### src/shared/dpss_pkg.sv
/*
  Constants, register map and carrier types for the profile hot swap
  sequencer. Assumes a 250 MHz pclk and an APB host with 32-bit data.
*/
package dpss_pkg;
  // Clock and timing
  localparam int CLK_MHZ = 250;
  localparam int SWITCH_TIME_NS = 50000;
  localparam int SWITCH_CYCLES = SWITCH_TIME_NS * CLK_MHZ / 1000;
  localparam int STAGE_CYCLES = 16;
  // Sizes
  localparam int MAX_PROFILES = 6;
  localparam int N_CH = 4;
  localparam int N_TAPS = 4;
  // Limits: rate in ksps, bandwidth in 100 kHz units
  localparam logic [15:0] MAX_RATE_KSPS = 16'hF000;
  localparam logic [9:0] MIN_BW_UNITS = 10'h00A;
  // Register byte offsets
  localparam logic [7:0] CTRL_OFF = 8'h00;
  localparam logic [7:0] NEXT_OFF = 8'h04;
  localparam logic [7:0] STATUS_OFF = 8'h08;
  localparam logic [7:0] COUNT_OFF = 8'h0C;
  localparam logic [7:0] FIXED_OFF = 8'h10;
  localparam logic [7:0] TAP_SEL_OFF = 8'h14;
  localparam logic [7:0] TAP_DATA_OFF = 8'h18;
  localparam logic [7:0] PROF_BASE_OFF = 8'h20;
  // Control bits
  localparam int CTRL_EN_BIT = 0;
  localparam int CTRL_HOP_BIT = 1;
  localparam int CTRL_GO_BIT = 2;
  localparam int CTRL_CLR_BIT = 3;
  // Reset values
  localparam logic [2:0] COUNT_RST = 3'h0;
  localparam logic [31:0] WORD_RST = 32'h0000_0000;
  // Channel state codes seen on ch_state
  localparam logic [1:0] CH_STANDBY = 2'h0;
  localparam logic [1:0] CH_CALIBRATED = 2'h1;
  localparam logic [1:0] CH_PRIMED = 2'h2;
  localparam logic [1:0] CH_ACTIVE = 2'h3;
  // One profile descriptor, one register word
  typedef struct packed {
    logic [2:0] rsv;
    logic [1:0] duplex;
    logic lvds;
    logic [9:0] bw;
    logic [15:0] rate;
  } dpss_profile_s;
  // Settings that a switch never touches
  typedef struct packed {
    logic [2:0] rsv;
    logic interleave;
    logic [3:0] conv_code;
    logic [7:0] tia_code;
    logic [7:0] synth_code;
    logic [7:0] lo_code;
  } dpss_fixed_s;
  typedef enum logic [1:0] {
    SEQ_IDLE,
    SEQ_STAGE,
    SEQ_SWITCH
  } dpss_seq_e;
endpackage

### src/hw/dpss_top.sv
/*
  Profile hot swap sequencer: APB register file, profile table,
  staging of the next profile and filter taps, and the timed switch.
  Assumes ch_state and APB come from logic on pclk; the enable pins
  are asynchronous and are synchronised here.
*/
module dpss_top #(
  parameter int SWITCH_CYC = dpss_pkg::SWITCH_CYCLES
) (
  input wire logic pclk,
  input wire logic presetn,
  input wire logic [7:0] paddr,
  input wire logic psel,
  input wire logic penable,
  input wire logic pwrite,
  input wire logic [31:0] pwdata,
  output logic [31:0] prdata,
  output logic pready,
  output logic pslverr,
  input wire logic [dpss_pkg::N_CH-1:0][1:0] ch_state,
  input wire logic [1:0] tx_enable_pin,
  input wire logic [1:0] rx_enable_pin,
  output logic [1:0] tx_enable_out,
  output logic [1:0] rx_enable_out,
  output dpss_pkg::dpss_profile_s active_cfg,
  output logic [2:0] active_index,
  output logic [15:0] link_rate,
  output dpss_pkg::dpss_fixed_s fixed_cfg,
  output logic [dpss_pkg::N_TAPS-1:0][15:0] rx_taps,
  output logic [dpss_pkg::N_TAPS-1:0][15:0] tx_taps,
  output logic switch_busy,
  output logic stage_busy,
  output logic hot_swap_mode,
  output logic hop_mode
);
  import dpss_pkg::*;

  dpss_profile_s prof_reg [MAX_PROFILES]; // Profile table
  dpss_profile_s act_reg; // Profile in use
  dpss_fixed_s fixed_reg; // Switch-invariant settings
  dpss_seq_e seq_reg; // Sequencer state
  logic [2:0] count_reg; // Profiles configured
  logic [2:0] next_reg; // Staged index
  logic [2:0] act_idx_reg; // Active index
  logic next_vld_reg; // A profile is staged
  logic en_reg; // Hot swap mode
  logic hop_reg; // Hopping mode
  logic err_reg; // Sticky refusal flag
  logic [15:0] link_reg; // Sample link rate
  logic [3:0] tap_sel_reg; // Tap pointer
  logic [N_TAPS-1:0][15:0] rx_stg_reg; // Staged rx taps
  logic [N_TAPS-1:0][15:0] tx_stg_reg; // Staged tx taps
  logic taps_vld_reg; // Taps are staged
  logic [N_TAPS-1:0][15:0] rx_act_reg; // Rx taps in use
  logic [N_TAPS-1:0][15:0] tx_act_reg; // Tx taps in use
  logic [15:0] timer_reg; // Sequencer countdown
  logic [1:0] tx_s1_reg, tx_s2_reg; // Tx pin synchroniser
  logic [1:0] rx_s1_reg, rx_s2_reg; // Rx pin synchroniser
  logic [1:0] tx_out_reg, rx_out_reg; // Gated enables

  logic wr, rd; // Write strobe in access phase, read in setup and access
  logic hit_prof; // Address lands in table
  logic [2:0] prof_idx; // Table word index
  logic set_ok; // Table passes checks
  logic go_ok; // Switch may start
  logic all_primed; // No channel active
  logic go_req, stage_req; // Decoded commands
  logic go_bad, stage_bad, en_bad; // Refusals
  logic [2:0] main_idx; // Top configured index
  dpss_profile_s nxt; // Staged descriptor

  // Zero wait state slave
  assign pready = 1'b1;
  assign wr = psel & penable & pwrite;
  assign rd = psel & ~pwrite;
  assign hit_prof = (paddr >= PROF_BASE_OFF) &&
    (paddr < PROF_BASE_OFF + 8'h18) && (paddr[1:0] == 2'b00);
  assign prof_idx = 3'((paddr - PROF_BASE_OFF) >> 2);
  assign main_idx = count_reg - 3'h1;
  assign nxt = prof_reg[next_reg];

  // Table check: main is highest, all wideband and differential
  always_comb begin
    set_ok = (count_reg >= 3'h2) &&
      (count_reg <= 3'(MAX_PROFILES));
    for (int i = 0; i < MAX_PROFILES; i++) begin
      if (3'(i) < count_reg) begin
        if (prof_reg[i].bw < MIN_BW_UNITS) begin
          set_ok = 1'b0;
        end
        if (prof_reg[i].rate > MAX_RATE_KSPS) begin
          set_ok = 1'b0;
        end
        if (!prof_reg[i].lvds) begin
          set_ok = 1'b0;
        end
        if (prof_reg[i].duplex != prof_reg[0].duplex) begin
          set_ok = 1'b0;
        end
        if (i > 0 && prof_reg[i].rate !=
            16'(prof_reg[(i > 0) ? i - 1 : 0].rate << 1)) begin
          set_ok = 1'b0;
        end
      end
    end
  end

  // Channels must all be parked out of the active state
  always_comb begin
    all_primed = 1'b1;
    for (int c = 0; c < N_CH; c++) begin
      if (ch_state[c] == CH_ACTIVE) begin
        all_primed = 1'b0;
      end
    end
  end

  // Command decode
  assign go_req = wr && paddr == CTRL_OFF && pwdata[CTRL_GO_BIT];
  assign stage_req = wr && (paddr == NEXT_OFF ||
    paddr == TAP_DATA_OFF);
  assign go_ok = en_reg && !hop_reg && next_vld_reg &&
    all_primed && seq_reg == SEQ_IDLE && nxt.lvds &&
    nxt.duplex == act_reg.duplex;
  assign go_bad = go_req && !go_ok;
  assign stage_bad = (stage_req && seq_reg == SEQ_SWITCH) ||
    (wr && paddr == NEXT_OFF && pwdata[2:0] >= count_reg);
  assign en_bad = wr && paddr == CTRL_OFF &&
    pwdata[CTRL_EN_BIT] && !en_reg &&
    (!set_ok || pwdata[CTRL_HOP_BIT] || hop_reg);

  // Read mux; unmapped reads return zero with an error
  always_comb begin
    prdata = WORD_RST;
    pslverr = 1'b0;
    if (rd) begin
      case (paddr)
        CTRL_OFF: begin
          prdata = {30'h0, hop_reg, en_reg};
        end
        NEXT_OFF: begin
          prdata = {28'h0, next_vld_reg, next_reg};
        end
        STATUS_OFF: begin
          prdata = {16'h0, link_reg[7:0], 1'b0, act_idx_reg,
            taps_vld_reg, err_reg, stage_busy, switch_busy};
        end
        COUNT_OFF: begin
          prdata = {29'h0, count_reg};
        end
        FIXED_OFF: begin
          prdata = fixed_reg;
        end
        TAP_SEL_OFF: begin
          prdata = {28'h0, tap_sel_reg};
        end
        TAP_DATA_OFF: begin
          prdata = {16'h0, tap_sel_reg[3] ?
            tx_stg_reg[tap_sel_reg[1:0]] :
            rx_stg_reg[tap_sel_reg[1:0]]};
        end
        default: begin
          if (hit_prof) begin
            prdata = prof_reg[prof_idx];
          end else begin
            pslverr = 1'b1;
          end
        end
      endcase
    end else if (psel && !hit_prof && paddr > TAP_DATA_OFF) begin
      pslverr = 1'b1;
    end
  end

  // Profile table, frozen while hot swap mode runs
  always_ff @(posedge pclk or negedge presetn) begin
    if (!presetn) begin
      for (int i = 0; i < MAX_PROFILES; i++) begin
        prof_reg[i] <= WORD_RST;
      end
      count_reg <= COUNT_RST;
    end else if (wr && !en_reg) begin
      if (hit_prof) begin
        prof_reg[prof_idx] <= pwdata;
      end
      if (paddr == COUNT_OFF) begin
        count_reg <= pwdata[2:0];
      end
    end
  end

  // Invariant settings: locked in hot swap mode
  always_ff @(posedge pclk or negedge presetn) begin
    if (!presetn) begin
      fixed_reg <= WORD_RST;
    end else if (wr && paddr == FIXED_OFF && !en_reg) begin
      fixed_reg <= pwdata;
    end
  end

  // Mode bits; hopping and hot swap never both
  always_ff @(posedge pclk or negedge presetn) begin
    if (!presetn) begin
      en_reg <= 1'b0;
      hop_reg <= 1'b0;
    end else if (wr && paddr == CTRL_OFF && seq_reg == SEQ_IDLE) begin
      if (!pwdata[CTRL_EN_BIT]) begin
        en_reg <= 1'b0;
        hop_reg <= pwdata[CTRL_HOP_BIT];
      end else if (!en_bad) begin
        en_reg <= 1'b1;
        hop_reg <= 1'b0;
      end
    end
  end

  // Sticky error; a new refusal beats the clear
  always_ff @(posedge pclk or negedge presetn) begin
    if (!presetn) begin
      err_reg <= 1'b0;
    end else if (go_bad || stage_bad || en_bad) begin
      err_reg <= 1'b1;
    end else if (wr && paddr == CTRL_OFF && pwdata[CTRL_CLR_BIT]) begin
      err_reg <= 1'b0;
    end
  end

  // Next profile staging, no channel state check
  always_ff @(posedge pclk or negedge presetn) begin
    if (!presetn) begin
      next_reg <= 3'h0;
      next_vld_reg <= 1'b0;
    end else if (wr && paddr == NEXT_OFF && !stage_bad) begin
      next_reg <= pwdata[2:0];
      next_vld_reg <= 1'b1;
    end else if (seq_reg == SEQ_SWITCH && timer_reg == 16'h0001) begin
      next_vld_reg <= 1'b0;
    end else if (!en_reg) begin
      next_vld_reg <= 1'b0;
    end
  end

  // Tap pointer and staged tap banks
  always_ff @(posedge pclk or negedge presetn) begin
    if (!presetn) begin
      tap_sel_reg <= 4'h0;
      rx_stg_reg <= '0;
      tx_stg_reg <= '0;
      taps_vld_reg <= 1'b0;
    end else begin
      if (wr && paddr == TAP_SEL_OFF) begin
        tap_sel_reg <= pwdata[3:0];
      end
      if (wr && paddr == TAP_DATA_OFF && !stage_bad) begin
        if (tap_sel_reg[3]) begin
          tx_stg_reg[tap_sel_reg[1:0]] <= pwdata[15:0];
        end else begin
          rx_stg_reg[tap_sel_reg[1:0]] <= pwdata[15:0];
        end
        taps_vld_reg <= 1'b1;
      end else if (seq_reg == SEQ_SWITCH &&
          timer_reg == 16'h0001) begin
        taps_vld_reg <= 1'b0;
      end
    end
  end

  // Sequencer: staging delay, then timed switch
  always_ff @(posedge pclk or negedge presetn) begin
    if (!presetn) begin
      seq_reg <= SEQ_IDLE;
      timer_reg <= 16'h0000;
    end else begin
      case (seq_reg)
        SEQ_IDLE: begin
          if (go_req && go_ok) begin
            seq_reg <= SEQ_SWITCH;
            timer_reg <= 16'(SWITCH_CYC);
          end else if (stage_req && !stage_bad) begin
            seq_reg <= SEQ_STAGE;
            timer_reg <= 16'(STAGE_CYCLES);
          end
        end
        SEQ_STAGE: begin
          // Extra staging writes restart processing
          if (stage_req && !stage_bad) begin
            timer_reg <= 16'(STAGE_CYCLES);
          end else if (timer_reg == 16'h0001) begin
            seq_reg <= SEQ_IDLE;
            timer_reg <= 16'h0000;
          end else begin
            timer_reg <= timer_reg - 16'h0001;
          end
        end
        SEQ_SWITCH: begin
          if (timer_reg == 16'h0001) begin
            seq_reg <= SEQ_IDLE;
            timer_reg <= 16'h0000;
          end else begin
            timer_reg <= timer_reg - 16'h0001;
          end
        end
        default: begin
          seq_reg <= SEQ_IDLE;
          timer_reg <= 16'h0000;
        end
      endcase
    end
  end

  // Active profile: main on enable, staged one at switch end
  always_ff @(posedge pclk or negedge presetn) begin
    if (!presetn) begin
      act_reg <= WORD_RST;
      act_idx_reg <= 3'h0;
      link_reg <= 16'h0000;
    end else if (wr && paddr == CTRL_OFF && !en_reg &&
        pwdata[CTRL_EN_BIT] && !en_bad && seq_reg == SEQ_IDLE) begin
      act_reg <= prof_reg[main_idx];
      act_idx_reg <= main_idx;
      link_reg <= prof_reg[main_idx].rate;
    end else if (seq_reg == SEQ_SWITCH && timer_reg == 16'h0001) begin
      act_reg <= nxt;
      act_idx_reg <= next_reg;
    end
  end

  // Taps in use, swapped only at switch end
  always_ff @(posedge pclk or negedge presetn) begin
    if (!presetn) begin
      rx_act_reg <= '0;
      tx_act_reg <= '0;
    end else if (seq_reg == SEQ_SWITCH && timer_reg == 16'h0001 &&
        taps_vld_reg) begin
      rx_act_reg <= rx_stg_reg;
      tx_act_reg <= tx_stg_reg;
    end
  end

  // Enable pin synchronisers
  always_ff @(posedge pclk or negedge presetn) begin
    if (!presetn) begin
      tx_s1_reg <= 2'b00;
      tx_s2_reg <= 2'b00;
      rx_s1_reg <= 2'b00;
      rx_s2_reg <= 2'b00;
    end else begin
      tx_s1_reg <= tx_enable_pin;
      tx_s2_reg <= tx_s1_reg;
      rx_s1_reg <= rx_enable_pin;
      rx_s2_reg <= rx_s1_reg;
    end
  end

  // Pins pass through except while switching, where they are
  // forced low so no channel is lit on a half-set profile
  always_ff @(posedge pclk or negedge presetn) begin
    if (!presetn) begin
      tx_out_reg <= 2'b00;
      rx_out_reg <= 2'b00;
    end else if (seq_reg == SEQ_SWITCH ||
        (go_req && go_ok)) begin
      tx_out_reg <= 2'b00;
      rx_out_reg <= 2'b00;
    end else begin
      tx_out_reg <= tx_s2_reg;
      rx_out_reg <= rx_s2_reg;
    end
  end

  // Output wiring
  assign tx_enable_out = tx_out_reg;
  assign rx_enable_out = rx_out_reg;
  assign active_cfg = act_reg;
  assign active_index = act_idx_reg;
  assign link_rate = link_reg;
  assign fixed_cfg = fixed_reg;
  assign rx_taps = rx_act_reg;
  assign tx_taps = tx_act_reg;
  assign switch_busy = seq_reg == SEQ_SWITCH;
  assign stage_busy = seq_reg == SEQ_STAGE;
  assign hot_swap_mode = en_reg;
  assign hop_mode = hop_reg;
endmodule // dpss_top

### config.mk
export PLATFORM = sky130hd
export DESIGN_NAME = dpss_top
export DESIGN_NICKNAME = d
export VERILOG_FILES = /design/src/shared/dpss_pkg.sv /design/src/hw/dpss_top.sv
export SDC_FILE = /design/constraint.sdc
export NUM_CORES = 1
export LEC_CHECK = 0
export BUFFER_PORTS_ARGS = -buffer_cell sky130_fd_sc_hd__clkbuf_2
export CORE_MARGIN = 5
export CORE_UTILIZATION = 40
export DETAILED_ROUTE_END_ITERATION = 16
export SKIP_CTS_REPAIR_TIMING = 1
export SYNTH_ARGS = -nofsm -noshare
export SYNTH_HDL_FRONTEND = slang
export SYNTH_SLANG_ARGS = --single-unit
### constraint.sdc
create_clock -name pclk -period 3.96 [get_ports pclk]
set_input_delay 0.198 -clock pclk [delete_from_list [all_inputs] [get_ports pclk]]
set_output_delay 0.198 -clock pclk [all_outputs]
set_load 0.02 [all_outputs]
# Yosys cells after proc, flatten, opt, wreduce, memory -nomap -nowiden
# Index checks and enable logic that the tools add are counted.
[totals]
register_bits = 576
out_inout_bits = 253
[classes]
muxes = 93
reduce_logical = 67
n_lt_le_gt_ge = 30
eq_ne = 28
add_sub_neg = 3
n_bitwise = 8
[op_table]
columns = ["op", "n"]
rows = [
  ["32-bit 2-to-1 mux", 11],
  ["32-bit binary-select mux with 3-bit select", 3],
  ["32-bit one-hot mux with 7 select lines", 1],
  ["192-bit bitwise mux", 1],
  ["64-bit bitwise mux", 2],
  ["16-bit 2-to-1 mux", 8],
  ["32-bit demux with 3-bit select", 1],
  ["16-bit greater-than comparator, second input constant", 6],
  ["16-bit inequality test", 5],
  ["16-bit binary-select mux with 2-bit select", 2],
  ["10-bit by 4-bit less-than comparator with 1-bit output, second input constant", 6],
  ["1-bit 2-to-1 mux", 53],
  ["16-bit one-hot mux with 3 select lines", 1],
  ["1-bit logical AND", 40],
  ["16-bit demux with 2-bit select", 1],
  ["8-bit by 5-bit == test with 1-bit output, second input constant", 3],
  ["16-bit by 1-bit == test with 1-bit output, second input constant", 1],
  ["8-bit by 4-bit == test with 1-bit output, second input constant", 2],
  ["16-bit by 1-bit subtractor with 16-bit output, second input constant", 1],
  ["4-bit greater-or-equal comparator, second input constant", 3],
  ["2-bit 2-to-1 mux", 6],
  ["3-bit NOT with 4-bit output", 3],
  ["2-bit AND reduction", 6],
  ["2-bit == test, second input constant", 5],
  ["30 further kinds", 58],
]

# Depth between registers and ports, before layout
# Gate-level depths: netlist of the first run.
[logic_depth]
word_depth = 44
depth_mapped = 12
ltp_nobuf = 9

# Least setup slack after synthesis of the first run
# No wires, ideal clock.
[synth_timing]
path_kind = "reg2reg"
startpoint = "register count_reg[1]"
endpoint = "register rx_stg_reg[21] (netlist name)"
period_less_slack_ps = 2999
required_time_ps = 3835
arrival_ps = 2874
path_stages_with_launch = 12
slack_ps = 961
setup_time_ps = 125
cell_sequence = "dfrtp_1 -> clkbuf_1 -> inv_1 -> ha_1 -> a21o_1 -> a21o_1 -> a2111oi_2 -> nand2b_1 -> buf_2 -> nor3b_4 -> buf_4 -> mux2_2"
[synth_between]
elab_chain_cells = 6
[synth_lines]
columns = ["item", "line_no", "source"]
rows = [
  ["from (decl)", "dpss_top.sv:42", "logic [2:0] count_reg;"],
  ["from (signal assigned)", "dpss_top.sv:187", "count_reg <= pwdata[2:0];"],
  ["3-bit greater-or-equal comparator", "dpss_top.sv:127", "(wr && paddr == NEXT_OFF && pwdata[2:0] >= count_reg);"],
  ["1-bit logical AND", "dpss_top.sv:127", ""],
  ["1-bit logical OR", "dpss_top.sv:126", "assign stage_bad = (stage_req && seq_reg == SEQ_SWITCH) ||"],
  ["1-bit logical NOT", "dpss_top.sv:254", "if (wr && paddr == TAP_DATA_OFF && !stage_bad) begin"],
  ["1-bit logical AND", "dpss_top.sv:254", ""],
  ["2-bit AND reduction (no source line)", "--", ""],
  ["to (signal, indexed assignment)", "dpss_top.sv:258", "rx_stg_reg[tap_sel_reg[1:0]] <= pwdata[15:0];"],
  ["to (decl)", "dpss_top.sv:51", "logic [N_TAPS-1:0][15:0] rx_stg_reg;"],
]
# No other way between the ends.
# A chain may end at the register's enable or synchronous reset.

# Worst setup path in the final report of the first run
[layout_timing]
startpoint = "register tap_sel_reg[0]"
endpoint = "output prdata[8]"
[layout_between]
elab_chain_cells = 5
word_cells_on_any_way = 7
cone_classes = "7 x mux"
[layout_lines]
columns = ["item", "line_no", "source"]
rows = [
  ["from (decl)", "dpss_top.sv:50", "logic [3:0] tap_sel_reg;"],
  ["from (signal assigned)", "dpss_top.sv:252", "tap_sel_reg <= pwdata[3:0];"],
  ["16-bit binary-select mux with 2-bit select (on tied branches)", "dpss_top.sv:160, dpss_top.sv:159", ""],
  ["16-bit 2-to-1 mux (on tied branches)", "dpss_top.sv:160, dpss_top.sv:159", ""],
  ["16-bit 2-to-1 mux (*)", "dpss_top.sv:158", "prdata = {16'h0, tap_sel_reg[3] ?"],
  ["32-bit one-hot mux with 7 select lines (*)", "dpss_top.sv:137", "case (paddr)"],
  ["32-bit 2-to-1 mux (*)", "dpss_top.sv:136", "if (rd) begin"],
  ["to (decl)", "dpss_top.sv:17", "output logic [31:0] prdata,"],
]
# Mark *: on every way between the ends. The rest lies on a longest branch, timed or not. The select of a mux whose other input is x is not followed.

==> results of run 1 <==
-- power by group through the flow --
stage	Clock [mW]	Sequential (mW)	Combinational [mW]
4_1_cts	6.07	6.09	0.812
2_1_floorplan	0	6.16	0.444
3_5_place_dp	0	6.20	0.810
5_1_grt	6.29	6.11	0.906
3_3_place_gp	0	6.20	0.794
6_report	5.94	6.10	0.823
-- path summary, 6_finish.rpt --
path / start / end / slack, ns / cells after the start
hold reg to reg: rx_s1_reg[1]$_DFF_PN0_ / rx_s2_reg[1]$_DFF_PN0_ / 0.34 / 0
setup / recovery: tap_sel_reg[0]$_DFFE_PN0P_ / prdata[8] / 0.25 / 6
hold / removal: pwdata[11] / rx_stg_reg[43]$_DFFE_PN0P_ / 0.06 / 2
min in group asynchronous: presetn / prof_reg[31]$_DFFE_PN0P_ / 0.23 / 2
setup reg to reg: count_reg[0]$_DFFE_PN0P_ / link_rate[10]$_DFFE_PN0P_ / 0.51 / 10
max in group asynchronous: presetn / prof_reg[97]$_DFFE_PN0P_ / 2.68 / 3
-- final cells by class --
type	count	area (µm²)
fillers	6670	39400
flip-flops and latches	576	14400
clock buffers	78	1670
clock inverters	33	434
multi-input cells	1519	14700
inverters	27	101
repair buffers	402	2500
well taps	969	1210
-- worst max-delay path, cell delays in order, from the launching register on --
cell	delay (ns)
dfrtp_2	0.92
buf_4	0.33
mux4_2	0.53
mux2_2	0.27
a222oi_1	0.36
a211oi_1	0.20
clkbuf_2	0.23
-- cell families after synthesis --
group	Yosys count
xor gates and xnor gates	89
adders and majority gates	12
and+or+nand+nor	357
DFF	576
muxes	783
AOI/OAI and AO/OA	277
other	1
buffers and inverters	233
-- metrics by stage --
step / worst slack [ns] / utilization / hold WS, ns / cells
floorplan: 0.961 / - / -0.0976 / 2328
global placement: 0.631 / 0.440 / 0.312 / 3471
detailed placement: 0.545 / 0.440 / 0.308 / 3471
CTS: 0.138 / 0.468 / -0.348 / 3582
global route: 0.0665 / 0.471 / 0.0597 / 3604
finish: 0.247 / 0.471 / 0.0569 / 3604
-- placed cells by master (no fill, tap or decap), types with 8 or more instances in the layout --
cell,instances
xnor2_1,53
dfrtp_1,572
clkbuf_2,306
clkbuf_1,8
clkbuf_8,10
a21oi_1,81
bufinv_16,8
nand4_1,19
a211oi_1,17
nand3_1,15
o21ai_0,57
mux4_2,128
ha_1,11
clkbuf_16,60
nor4_1,38
inv_1,25
nor3_1,14
a22oi_1,62
nor2_1,138
clkinv_2,19
dlygate4sd3_1,22
a222oi_1,11
and2_1,8
buf_12,15
mux2i_1,151
xor2_1,35
buf_4,58
nand2_1,57
mux2_2,501
-- routing by layer --
metal / part of all wire / GRT usage / wire (µm) / up-vias
met2: 0.49 / 0.393 / 47600 / 736
met4: 0.025 / 0.0586 / 2430 / 4
met1: 0.42 / 0.318 / 40800 / 11200
met5: 0.00025 / 0 / 24 / -
li1: - / - / - / 9139
met3: 0.060 / 0.0405 / 5820 / 160
==> metrics.md, run 1 <==
| Metric | Value |
|---|---|
| Status | `finished clean` |
| Routability congestion estimate from global placement | `~0.93` |
| Total Nets Final | `2,655` |
| WL/cell | `26.8 µm` |
| Core area | `0.0744 mm²` |
| Post-synth top area share | `0.480` |
| Clock slew at reported path FFs | `approximately 0.060 ns` |
| Register area share after synthesis | `0.480` |
| Die ar. | `roughly 0.08 mm²` |
| Initial antenna violation count | `2` |
| Total track usage | `0.234` |
| Cell area after layout | `between 0.03 and 0.04 mm²` |
| Logic pwr share | `0.064` |
| Cell area after synthesis | `~0.03 mm²` |
| H-tree depth | `2` |
| CTS tree | `yes` |
| Clk_lat worst skew | `0.66 ns` |
| Pin count of the biggest net entering global routing | `between 90 and 100` |
| Synth unique cells | `78` |
| Initial Util | `0.404` |
| Ports | `310` |
| Crit path DAT | `3.52 ns` |
| Clock power frac | `0.462` |
| Crit. End Element | `primary output` |
| DR iter-0 viols | `roughly 1,600` |
| Detail Route Antenna Nets | `0` |
| Num CTS Buffers | `60` |
| Worst path required time | `about 3.8 ns` |
| Largest register FFs | `between 150 and 200` |
| Area delta synth->final | `16.8%` |
| Height of the die | `around 280 µm` |
| Largest family of logic cells by synthesized area | `multiplexers` |
| Synthesis warning total | `0` |
| Multiplexer share of the synthesized area | `0.335` |
| N_diodes | `0` |
| Grt ovf | `0` |
| Most common cell in the netlist | `dfrtp_1` |
| Mapped Cells | `around 2,300` |
| Final hold viol count | `0` |
| Pleak | `16.6 nW` |
| Critical path class | `reg -> out` |
| CP Launch Type | `flop` |
| Synthesis-stage register bit count | `between 500 and 600` |
| Top_reg_cell synth | `dfrtp_1` |
| VDD IR-drop max | `between 0.3 and 0.4 mV` |
| Worst slew margin | `0.368` |
| Total Power | `12.9 mW` |
| Pint | `between 9 and 10 mW` |
| DP Wirelength | `67.1 mm` |
| Layout cells sized above 1 | `0.438` |
| CTS Sinks | `~580` |
| Compound-Gate Fraction of Synth Area | `0.0609` |
| Slew Viols, Final | `0` |
| Psw | `roughly 3.1 mW` |
| Overall routed net length | `96.7 mm` |
| Xor/xnor share of the synthesized area | `0.0259` |
| Vias per inst | `~5.9` |
| CP Max Fanout | `21` |
| Setup TNS | `0 ns` |
| Switching share of power | `0.241` |
| Total of max-cap violations | `0` |
| Drt drc | `0` |
| Number of synthesized flops with an enable pin | `0` |
| Slew at the pin closest to its max-slew limit | `between 0.9 and 1 ns` |
| # setup viols final | `0` |
| Post-route clock period utilization | `0.938` |
| Vias post-DR | `21,200` |
| Sequential power share | `0.474` |
| Post-synth top area cell | `dfrtp_1` |
| Worst clock skew | `approximately 0.043 ns` |
| Port Buffer Count | `a little over 300` |
| Net Count, Synth | `2,397` |
| Highest Clock Rate | `around 270 MHz` |
| Min Tclk post-route | `around 3.7 ns` |
| Die W | `approximately 280 µm` |
| Worst min path class | `in -> reg` |
| Synth area leaders | `dfrtp_1, mux2_2, mux4_2, mux2i_1, nor2_1` |
| # rows | `100` |
| Post-synth top cells | `dfrtp_1, mux2_2, mux2i_1` |
| Post-DP Area | `0.0328 mm²` |
| Clock root cell | `clkbuf_16` |
| Power Density | `about 370 mW/mm²` |
| Vias in the first global route | `between 20,000 and 25,000` |
| First-pass GRT wire length | `around 150 mm` |
| Post-Synth Adder-Cell Area | `0.00500` |
| Clock Tree Buf Depth | `3` |
| Count of TritonRoute iterations in the first routing pass | `8` |
| RSZ-0062 raised after global routing | `no` |
| Avg Cell Area, Syn | `about 13 µm²` |
| Synth Area in Simple Gates | `0.0613` |
| Async set-or-reset flop fraction in the synthesized netlist | `1.00` |
No activity file was read; power rests on OpenSTA's default activity.
==> run 2, diff against run 1 <==
--- a/config.mk
+++ b/config.mk
@@ -5,10 +5,11 @@
 export SDC_FILE = /design/constraint.sdc
 export NUM_CORES = 1
 export LEC_CHECK = 0
-export BUFFER_PORTS_ARGS = -buffer_cell sky130_fd_sc_hd__clkbuf_2
+export CORE_ASPECT_RATIO = 1.75
 export CORE_MARGIN = 5
 export CORE_UTILIZATION = 40
 export DETAILED_ROUTE_END_ITERATION = 16
+export DONT_BUFFER_PORTS = 1
 export SKIP_CTS_REPAIR_TIMING = 1
 export SYNTH_ARGS = -nofsm -noshare
 export SYNTH_HDL_FRONTEND = slang
==> run 2 against run 1 <==
Largest power group unchanged; critical endpoint is now tx_stg_reg[16]$_DFFE_PN0P_; clock power is 8.2% lower; fmax is 1.8% lower; final cell count down 8.3%; sequential cell count unchanged; the flow now finishes with violations (negative hold slack, max-slew violations); critical path depth up 5; global-route usage is 1.1 points higher; sequential power about the same.
==> metrics.md, run 2 (same netlist as run 1, synthesis figures left out) <==
| Metric | Value |
|---|---|
| Worst Reg2Reg Path Length in Cells | `9 (-1)` |
| Reg-to-Reg Start | `count_reg[1]$_DFFE_PN0P_` |
| Met3 WL | `6.55 mm (+12%)` |
| Worst r2r dst | `tx_stg_reg[16]$_DFFE_PN0P_` |
| Pleak | `15.3 nW (-7.9%)` |
| # rows | `133 (+33%)` |
| Vias in the first global route | `21,600 (-2.9%)` |
| Buf/Inv on CP | `3 (+1)` |
| Area delta synth->final | `11.8%` |
| Crit-path max cell delay | `0.82 ns (-0.10 ns)` |
| WL/cell | `30.8 µm (+15%)` |
| Height of the die | `373 µm (+31%)` |
| First-pass GRT wire length | `149 mm (+1.3%)` |
| Number of fill cells | `6,767 (+1.5%)` |
| CP Max Fanout | `14 (-33%)` |
| Routability congestion estimate from global placement | `0.910 (-2.4%)` |
| CP Launch Type | `input pin` |
| Setup TNS | `0 ns (unchanged)` |
| DR iter-0 viols | `1,584 (-2.9%)` |
| Worst path required time | `4.50 ns (+0.74 ns)` |
| Pin count of the biggest net entering global routing | `577 (+490%)` |
| Worst path depth | `11 (+5)` |
| Most frequent cells in the layout | `dfrtp_1, mux2_2, mux2i_1` |
| Top delay family on crit path | `buffers and inverters` |
| Post-route clock period utilization | `0.955 (+0.0169)` |
| CTS tree | `yes` |
| Num CTS Buffers | `56 (-6.7%)` |
| Worst min path class | `in -> async` |
| Highest Clock Rate | `265 MHz (-1.8%)` |
| DP Wirelength | `69.8 mm (+4.0%)` |
| # setup viols final | `0 (unchanged)` |
| Status | `finished, violations left` |
| Grt ovf | `0 (unchanged)` |
| DR WL met2 | `53.4 mm (+12%)` |
| H-tree depth | `2 (unchanged)` |
| Min Tclk post-route | `3.78 ns (+0.0669 ns)` |
| Detail Route Antenna Nets | `0 (unchanged)` |
| VDD IR-drop max | `0.330 mV (+0.59%)` |
| Port Buffer Count | `0 (-100%)` |
| CP startpoint | `pwdata[0]` |
| Core area | `0.0749 mm² (+0.59%)` |
| Initial Util | `0.401 (-0.00236)` |
| Clock root cell | `clkbuf_16` |
| Die ar. | `0.0809 mm² (+0.27%)` |
| Clk_lat worst skew | `0.66 ns (about the same)` |
| Total Power | `12.2 mW (-5.3%)` |
| Slew at the pin closest to its max-slew limit | `2.76 ns (+1.82 ns)` |
| Final hold viol count | `576 (+576)` |
| Reg2Reg Setup Slack | `0.23 ns (-0.28 ns)` |
| Critical path class | `in -> reg` |
| Worst slew margin | `-0.842 (-1.21)` |
| Drt drc | `0 (unchanged)` |
| Worst path cell trace | `dlygate4sd3_1 > inv_1 > ha_1 > nand2b_1 > a21o_1 > a21o_1 > a2111oi_2 > nand2b_1 > nor2_2 > mux2_2 > dlygate4sd3_1` |
| Count of TritonRoute iterations in the first routing pass | `9 (+1)` |
| Layout cells sized above 1 | `0.356 (-0.0824)` |
| Total track usage | `0.245 (+0.0114)` |
| Die W | `217 µm (-24%)` |
| CTS Sinks | `576 (unchanged)` |
| M1 WL | `35.7 mm (-12%)` |
| Commonest non-fill, non-tap cell in the layout | `dfrtp_1` |
| Total of max-cap violations | `0 (unchanged)` |
| Top layer in use | `met5` |
| Overall routed net length | `102 mm (+5.2%)` |
| Critical path endpoint | `tx_stg_reg[16]$_DFFE_PN0P_` |
| Crit. End Element | `flop` |
| Final Util | `0.449 (-0.0228)` |
| Power Density | `363 mW/mm² (-1.0%)` |
| Vias per inst | `6.13 (+4.0%)` |
| Failing checks | `negative hold slack, max-slew violations` |
| Clock slew at reported path FFs | `0.07 ns (about the same)` |
| Total Nets Final | `2,381 (-10%)` |
| Crit-path slowest cell | `dlygate4sd3_1` |
| Ports | `310 (unchanged)` |
| Slew Viols, Final | `401 (+401)` |
| Vias post-DR | `20,300 (-4.6%)` |
| Crit path DAT | `4.32 ns (+0.80 ns)` |
| Initial antenna violation count | `3 (+1)` |
| Hold_ws | `-0.742 ns (-0.799 ns)` |
| Worst clock skew | `0.0475 ns (+0.00429 ns)` |
| Clock Tree Buf Depth | `3 (unchanged)` |
| Largest register FFs | `192 (unchanged)` |
==> run 2: changes by cell type in the layout (fill, tap and decap cells not counted), sizes merged <==
cell / change
clkbuf: -303
clkinv: -6
diode: +2
bufinv: -6
dlygate4sd3: +33
inv: +1
buf: +3
==> run 2: where the power goes <==
group          switching [mW]  leakage (nW)  internal, mW
clock                    2.45         0.905          2.99
sequential              0.133          7.71          5.97
combinational           0.369          6.66         0.259
total                    2.96          15.3          9.22
==> run 2: cell type report <==
type	instances	area, µm²	share of cell area
Clock buffer	81	1620	0.0481
Inverter	27	101	0.00302
Multi-Input combinational cell	1519	14700	0.439
Sequential cell	576	14400	0.429
Clock inverter	22	244	0.00726
Tap cell	945	1180	0.0352
Timing Repair Buffer	132	1270	0.0377
Antenna cell	2	5.00	0.000149
==> run 2: worst min path at each step <==
stage | to | startpoint | slack, ns | cells past startpoint
after floorplan | active_cfg[0]$_DFFE_PN0P_ | presetn | -0.1 | 0
after global placement | rx_taps[62]$_DFFE_PN0P_ | presetn | -0.08 | 0
after detailed placement | rx_taps[62]$_DFFE_PN0P_ | presetn | -0.08 | 0
after CTS | rx_taps[62]$_DFFE_PN0P_ | presetn | -0.79 | 0
after global routing | rx_taps[62]$_DFFE_PN0P_ | presetn | -0.78 | 0
final | rx_taps[62]$_DFFE_PN0P_ | presetn | -0.74 | 0
==> run 2: metrics by stage <==
stage / instances / worst slack (ns) / cell area, µm²
after floorplan: 2328 / 0.961 / 30100
after global placement: 3144 / 0.460 / 31200
after detailed placement: 3144 / 0.492 / 31200
after CTS: 3247 / 0.342 / 33000
after global routing: 3303 / -0.00113 / 33600
final: 3304 / 0.180 / 33600
==> run 2: per-layer routing <==
layer  up-vias  global-route usage
li1       8621                   -
met1     10600               0.267
met2       830               0.445
met3       251              0.0583
met4         2               0.121
met5         -                   0
==> run 3, diff against run 2 <==
--- a/config.mk
+++ b/config.mk
@@ -8,8 +8,11 @@
 export CORE_ASPECT_RATIO = 1.75
 export CORE_MARGIN = 5
 export CORE_UTILIZATION = 40
+export CTS_CLUSTER_DIAMETER = 200
 export DETAILED_ROUTE_END_ITERATION = 16
 export DONT_BUFFER_PORTS = 1
+export GPL_TIMING_DRIVEN = 0
+export HOLD_SLACK_MARGIN = 0.06
 export SKIP_CTS_REPAIR_TIMING = 1
 export SYNTH_ARGS = -nofsm -noshare
 export SYNTH_HDL_FRONTEND = slang
==> run 3 against run 2 <==
The flow still finishes with violations (negative hold slack, max-slew violations); sequential share of layout area down 0.15 points; cell area rose by 0.29%; fmax fell by 3.3%; setup slack worse by 0.13 ns; utilization increased by 0.13 points; clock power increased by 7.3%; largest power group unchanged.
==> metrics.md, run 3 (same netlist as run 1, synthesis figures left out) <==
| Metric | Value |
|---|---|
| Worst Reg2Reg Path Length in Cells | `10 (+1)` |
| Pin count of the biggest net entering global routing | `577 (unchanged)` |
| Drt drc | `0 (unchanged)` |
| Worst path required time | `4.40 ns (-0.10 ns)` |
| Slew at the pin closest to its max-slew limit | `2.96 ns (+0.197 ns)` |
| Initial Util | `0.401 (unchanged)` |
| Inst Count DP | `3,273 (+4.1%)` |
| WL/cell | `34.5 µm (+12%)` |
| Total track usage | `0.285 (+0.0397)` |
| Vias post-DR | `21,100 (+4.2%)` |
| Vias in the first global route | `22,200 (+2.9%)` |
| Initial antenna violation count | `1 (-2)` |
| Worst r2r dst | `link_rate[1]$_DFFE_PN0P_` |
| Worst min path class | `in -> async` |
| Crit-path slowest cell | `a31oi_1` |
| Detail Route Antenna Nets | `0 (unchanged)` |
| CP Max Fanout | `10 (-4)` |
| Slew Viols, Final | `374 (-6.7%)` |
| Height of the die | `373 µm (unchanged)` |
| CTS tree | `yes` |
| Num CTS Buffers | `54 (-3.6%)` |
| CTS Sinks | `576 (unchanged)` |
| Layout cells sized above 1 | `0.330 (-0.0256)` |
| Sequential Area | `0.0144 mm² (about the same)` |
| Worst clock skew | `0.0324 ns (-0.0150 ns)` |
| Vias per inst | `6.19 (+0.98%)` |
| Routability congestion estimate from global placement | `0.990 (+8.8%)` |
| Critical path class | `reg -> reg` |
| Reg2Reg Setup Slack | `0.05 ns (-0.18 ns)` |
| Crit path DAT | `4.35 ns (+0.03 ns)` |
| Total Power | `12.7 mW (+4.0%)` |
| Clock Tree Buf Depth | `3 (unchanged)` |
| Count of TritonRoute iterations in the first routing pass | `7 (-2)` |
| Commonest non-fill, non-tap cell in the layout | `dfrtp_1` |
| Area delta synth->final | `12.1%` |
| DP Wirelength | `89.3 mm (+28%)` |
| Core area | `0.0749 mm² (unchanged)` |
| Highest Clock Rate | `256 MHz (-3.3%)` |
| CP Launch Type | `flop` |
| Total of max-cap violations | `0 (unchanged)` |
| Layout Cells excl Fill | `3,410 (+3.2%)` |
| # rows | `133 (unchanged)` |
| Largest register FFs | `192 (unchanged)` |
| H-tree depth | `2 (unchanged)` |
| Port Buffer Count | `0 (unchanged)` |
| Ports | `310 (unchanged)` |
| Worst path cell trace | `clkbuf_1 > xnor2_1 > nand4_1 > a31oi_1 > o2111ai_1 > a31oi_1 > nand4b_1 > clkbuf_1 > buf_2 > mux2i_1` |
| Crit. End Element | `flop` |
| Grt ovf | `0 (unchanged)` |
| VDD IR-drop max | `0.368 mV (+11%)` |
| Status | `finished, violations left` |
| Area occupied by multi-input gates | `0.0147 mm² (-0.14%)` |
| Post-route clock period utilization | `0.987 (+0.0321)` |
| Hold_ws | `-0.726 ns (+0.0160 ns)` |
| First-pass GRT wire length | `166 mm (+12%)` |
| Crit-path max cell delay | `0.53 ns (-0.29 ns)` |
| Most frequent cells in the layout | `dfrtp_1, mux2_2, mux2i_1` |
| Power Density | `376 mW/mm² (+3.7%)` |
| Total Nets Final | `2,492 (+4.7%)` |
| DR iter-0 viols | `1,732 (+9.3%)` |
| Min Tclk post-route | `3.91 ns (+0.127 ns)` |
| # setup viols final | `0 (unchanged)` |
| Overall routed net length | `118 mm (+16%)` |
| Clk_lat worst skew | `0.63 ns (-0.03 ns)` |
| Die W | `217 µm (unchanged)` |
| RSZ-0062 raised after global routing | `no` |
| Reg-to-Reg Start | `prof_reg[35]$_DFFE_PN0P_` |
| Pleak | `15.3 nW (about the same)` |
| Die ar. | `0.0809 mm² (unchanged)` |
| Worst slew margin | `-0.974 (-0.131)` |
| Final hold viol count | `576 (unchanged)` |
| Failing checks | `negative hold slack, max-slew violations` |
| Number of fill cells | `6,915 (+2.2%)` |
| Clock root cell | `clkbuf_16` |
| Clock slew at reported path FFs | `0.07 ns (about the same)` |
-- run 3: per-stage QoR --
step | TNS [ns] | setup slack, ns | instance area [µm²] | utilization | hold WS, ns
after floorplan | 0 | 0.961 | 30100 | - | -0.0976
after global routing | 0 | 0.0133 | 33700 | 0.450 | -0.740
final | 0 | 0.0530 | 33700 | 0.450 | -0.726
after CTS | -20.82 | -0.401 | 33200 | 0.444 | -0.764
after detailed placement | -26.42 | -0.371 | 31200 | 0.417 | -0.0848
after global placement | -22.38 | -0.338 | 31200 | 0.417 | -0.0832
-- run 3: worst max path at each step --
stage | startpoint | endpoint | slack [ns] | depth (start not counted)
2_1_floorplan | count_reg[1]$_DFFE_PN0P_ | rx_stg_reg[21]$_DFFE_PN0P_ | 0.96 | 11
6_report | prof_reg[35]$_DFFE_PN0P_ | link_rate[1]$_DFFE_PN0P_ | 0.05 | 10
3_5_place_dp | count_reg[0]$_DFFE_PN0P_ | active_index[0]$_DFFE_PN0P_ | -0.37 | 11
4_1_cts | count_reg[0]$_DFFE_PN0P_ | active_cfg[5]$_DFFE_PN0P_ | -0.40 | 11
3_3_place_gp | count_reg[0]$_DFFE_PN0P_ | active_index[0]$_DFFE_PN0P_ | -0.34 | 11
5_1_grt | prof_reg[187]$_DFFE_PN0P_ | active_cfg[1]$_DFFE_PN0P_ | 0.01 | 10
-- run 3: worst max-delay path: cells and delay by family (launching register included) --
kind                   cells  cell delay [ns]
buffers and inverters      3             1.28
multiplexers               1             0.18
XOR/XNOR                   1             0.19
AND/OR/NAND/NOR            2             0.37
flip-flops                 1             0.32
AO/OA/AOI/OAI              3             1.35
-- run 3: cell type report --
| type | instances | share of cell area |
|---|---|---|
| Sequential cell | 576 | 0.428 |
| Multi-Input combinational cell | 1519 | 0.437 |
| Timing Repair Buffer | 39 | 0.0117 |
| Tap cell | 945 | 0.0351 |
| Antenna cell | 1 | 0.0000743 |
| Clock buffer | 70 | 0.0449 |
| Clock inverter | 27 | 0.0139 |
| Inverter | 27 | 0.00301 |
| Buffer | 206 | 0.0262 |
-- run 3: per-layer routing --
metal,part of all wire,wire [µm],vias up,GRT usage
met5,0,0,-,0
met4,0.076,8910,0,0.177
met3,0.071,8320,312,0.0687
met2,0.52,61200,959,0.511
met1,0.33,39400,11000,0.299
li1,-,-,8827,-
-- run 3: power by group --
| group | switching [mW] | total, mW | leakage [nW] | internal (mW) |
|---|---|---|---|---|
| sequential | 0.119 | 6.09 | 7.72 | 5.97 |
| combinational | 0.467 | 0.731 | 6.59 | 0.264 |
| clock | 2.43 | 5.85 | 0.961 | 3.42 |
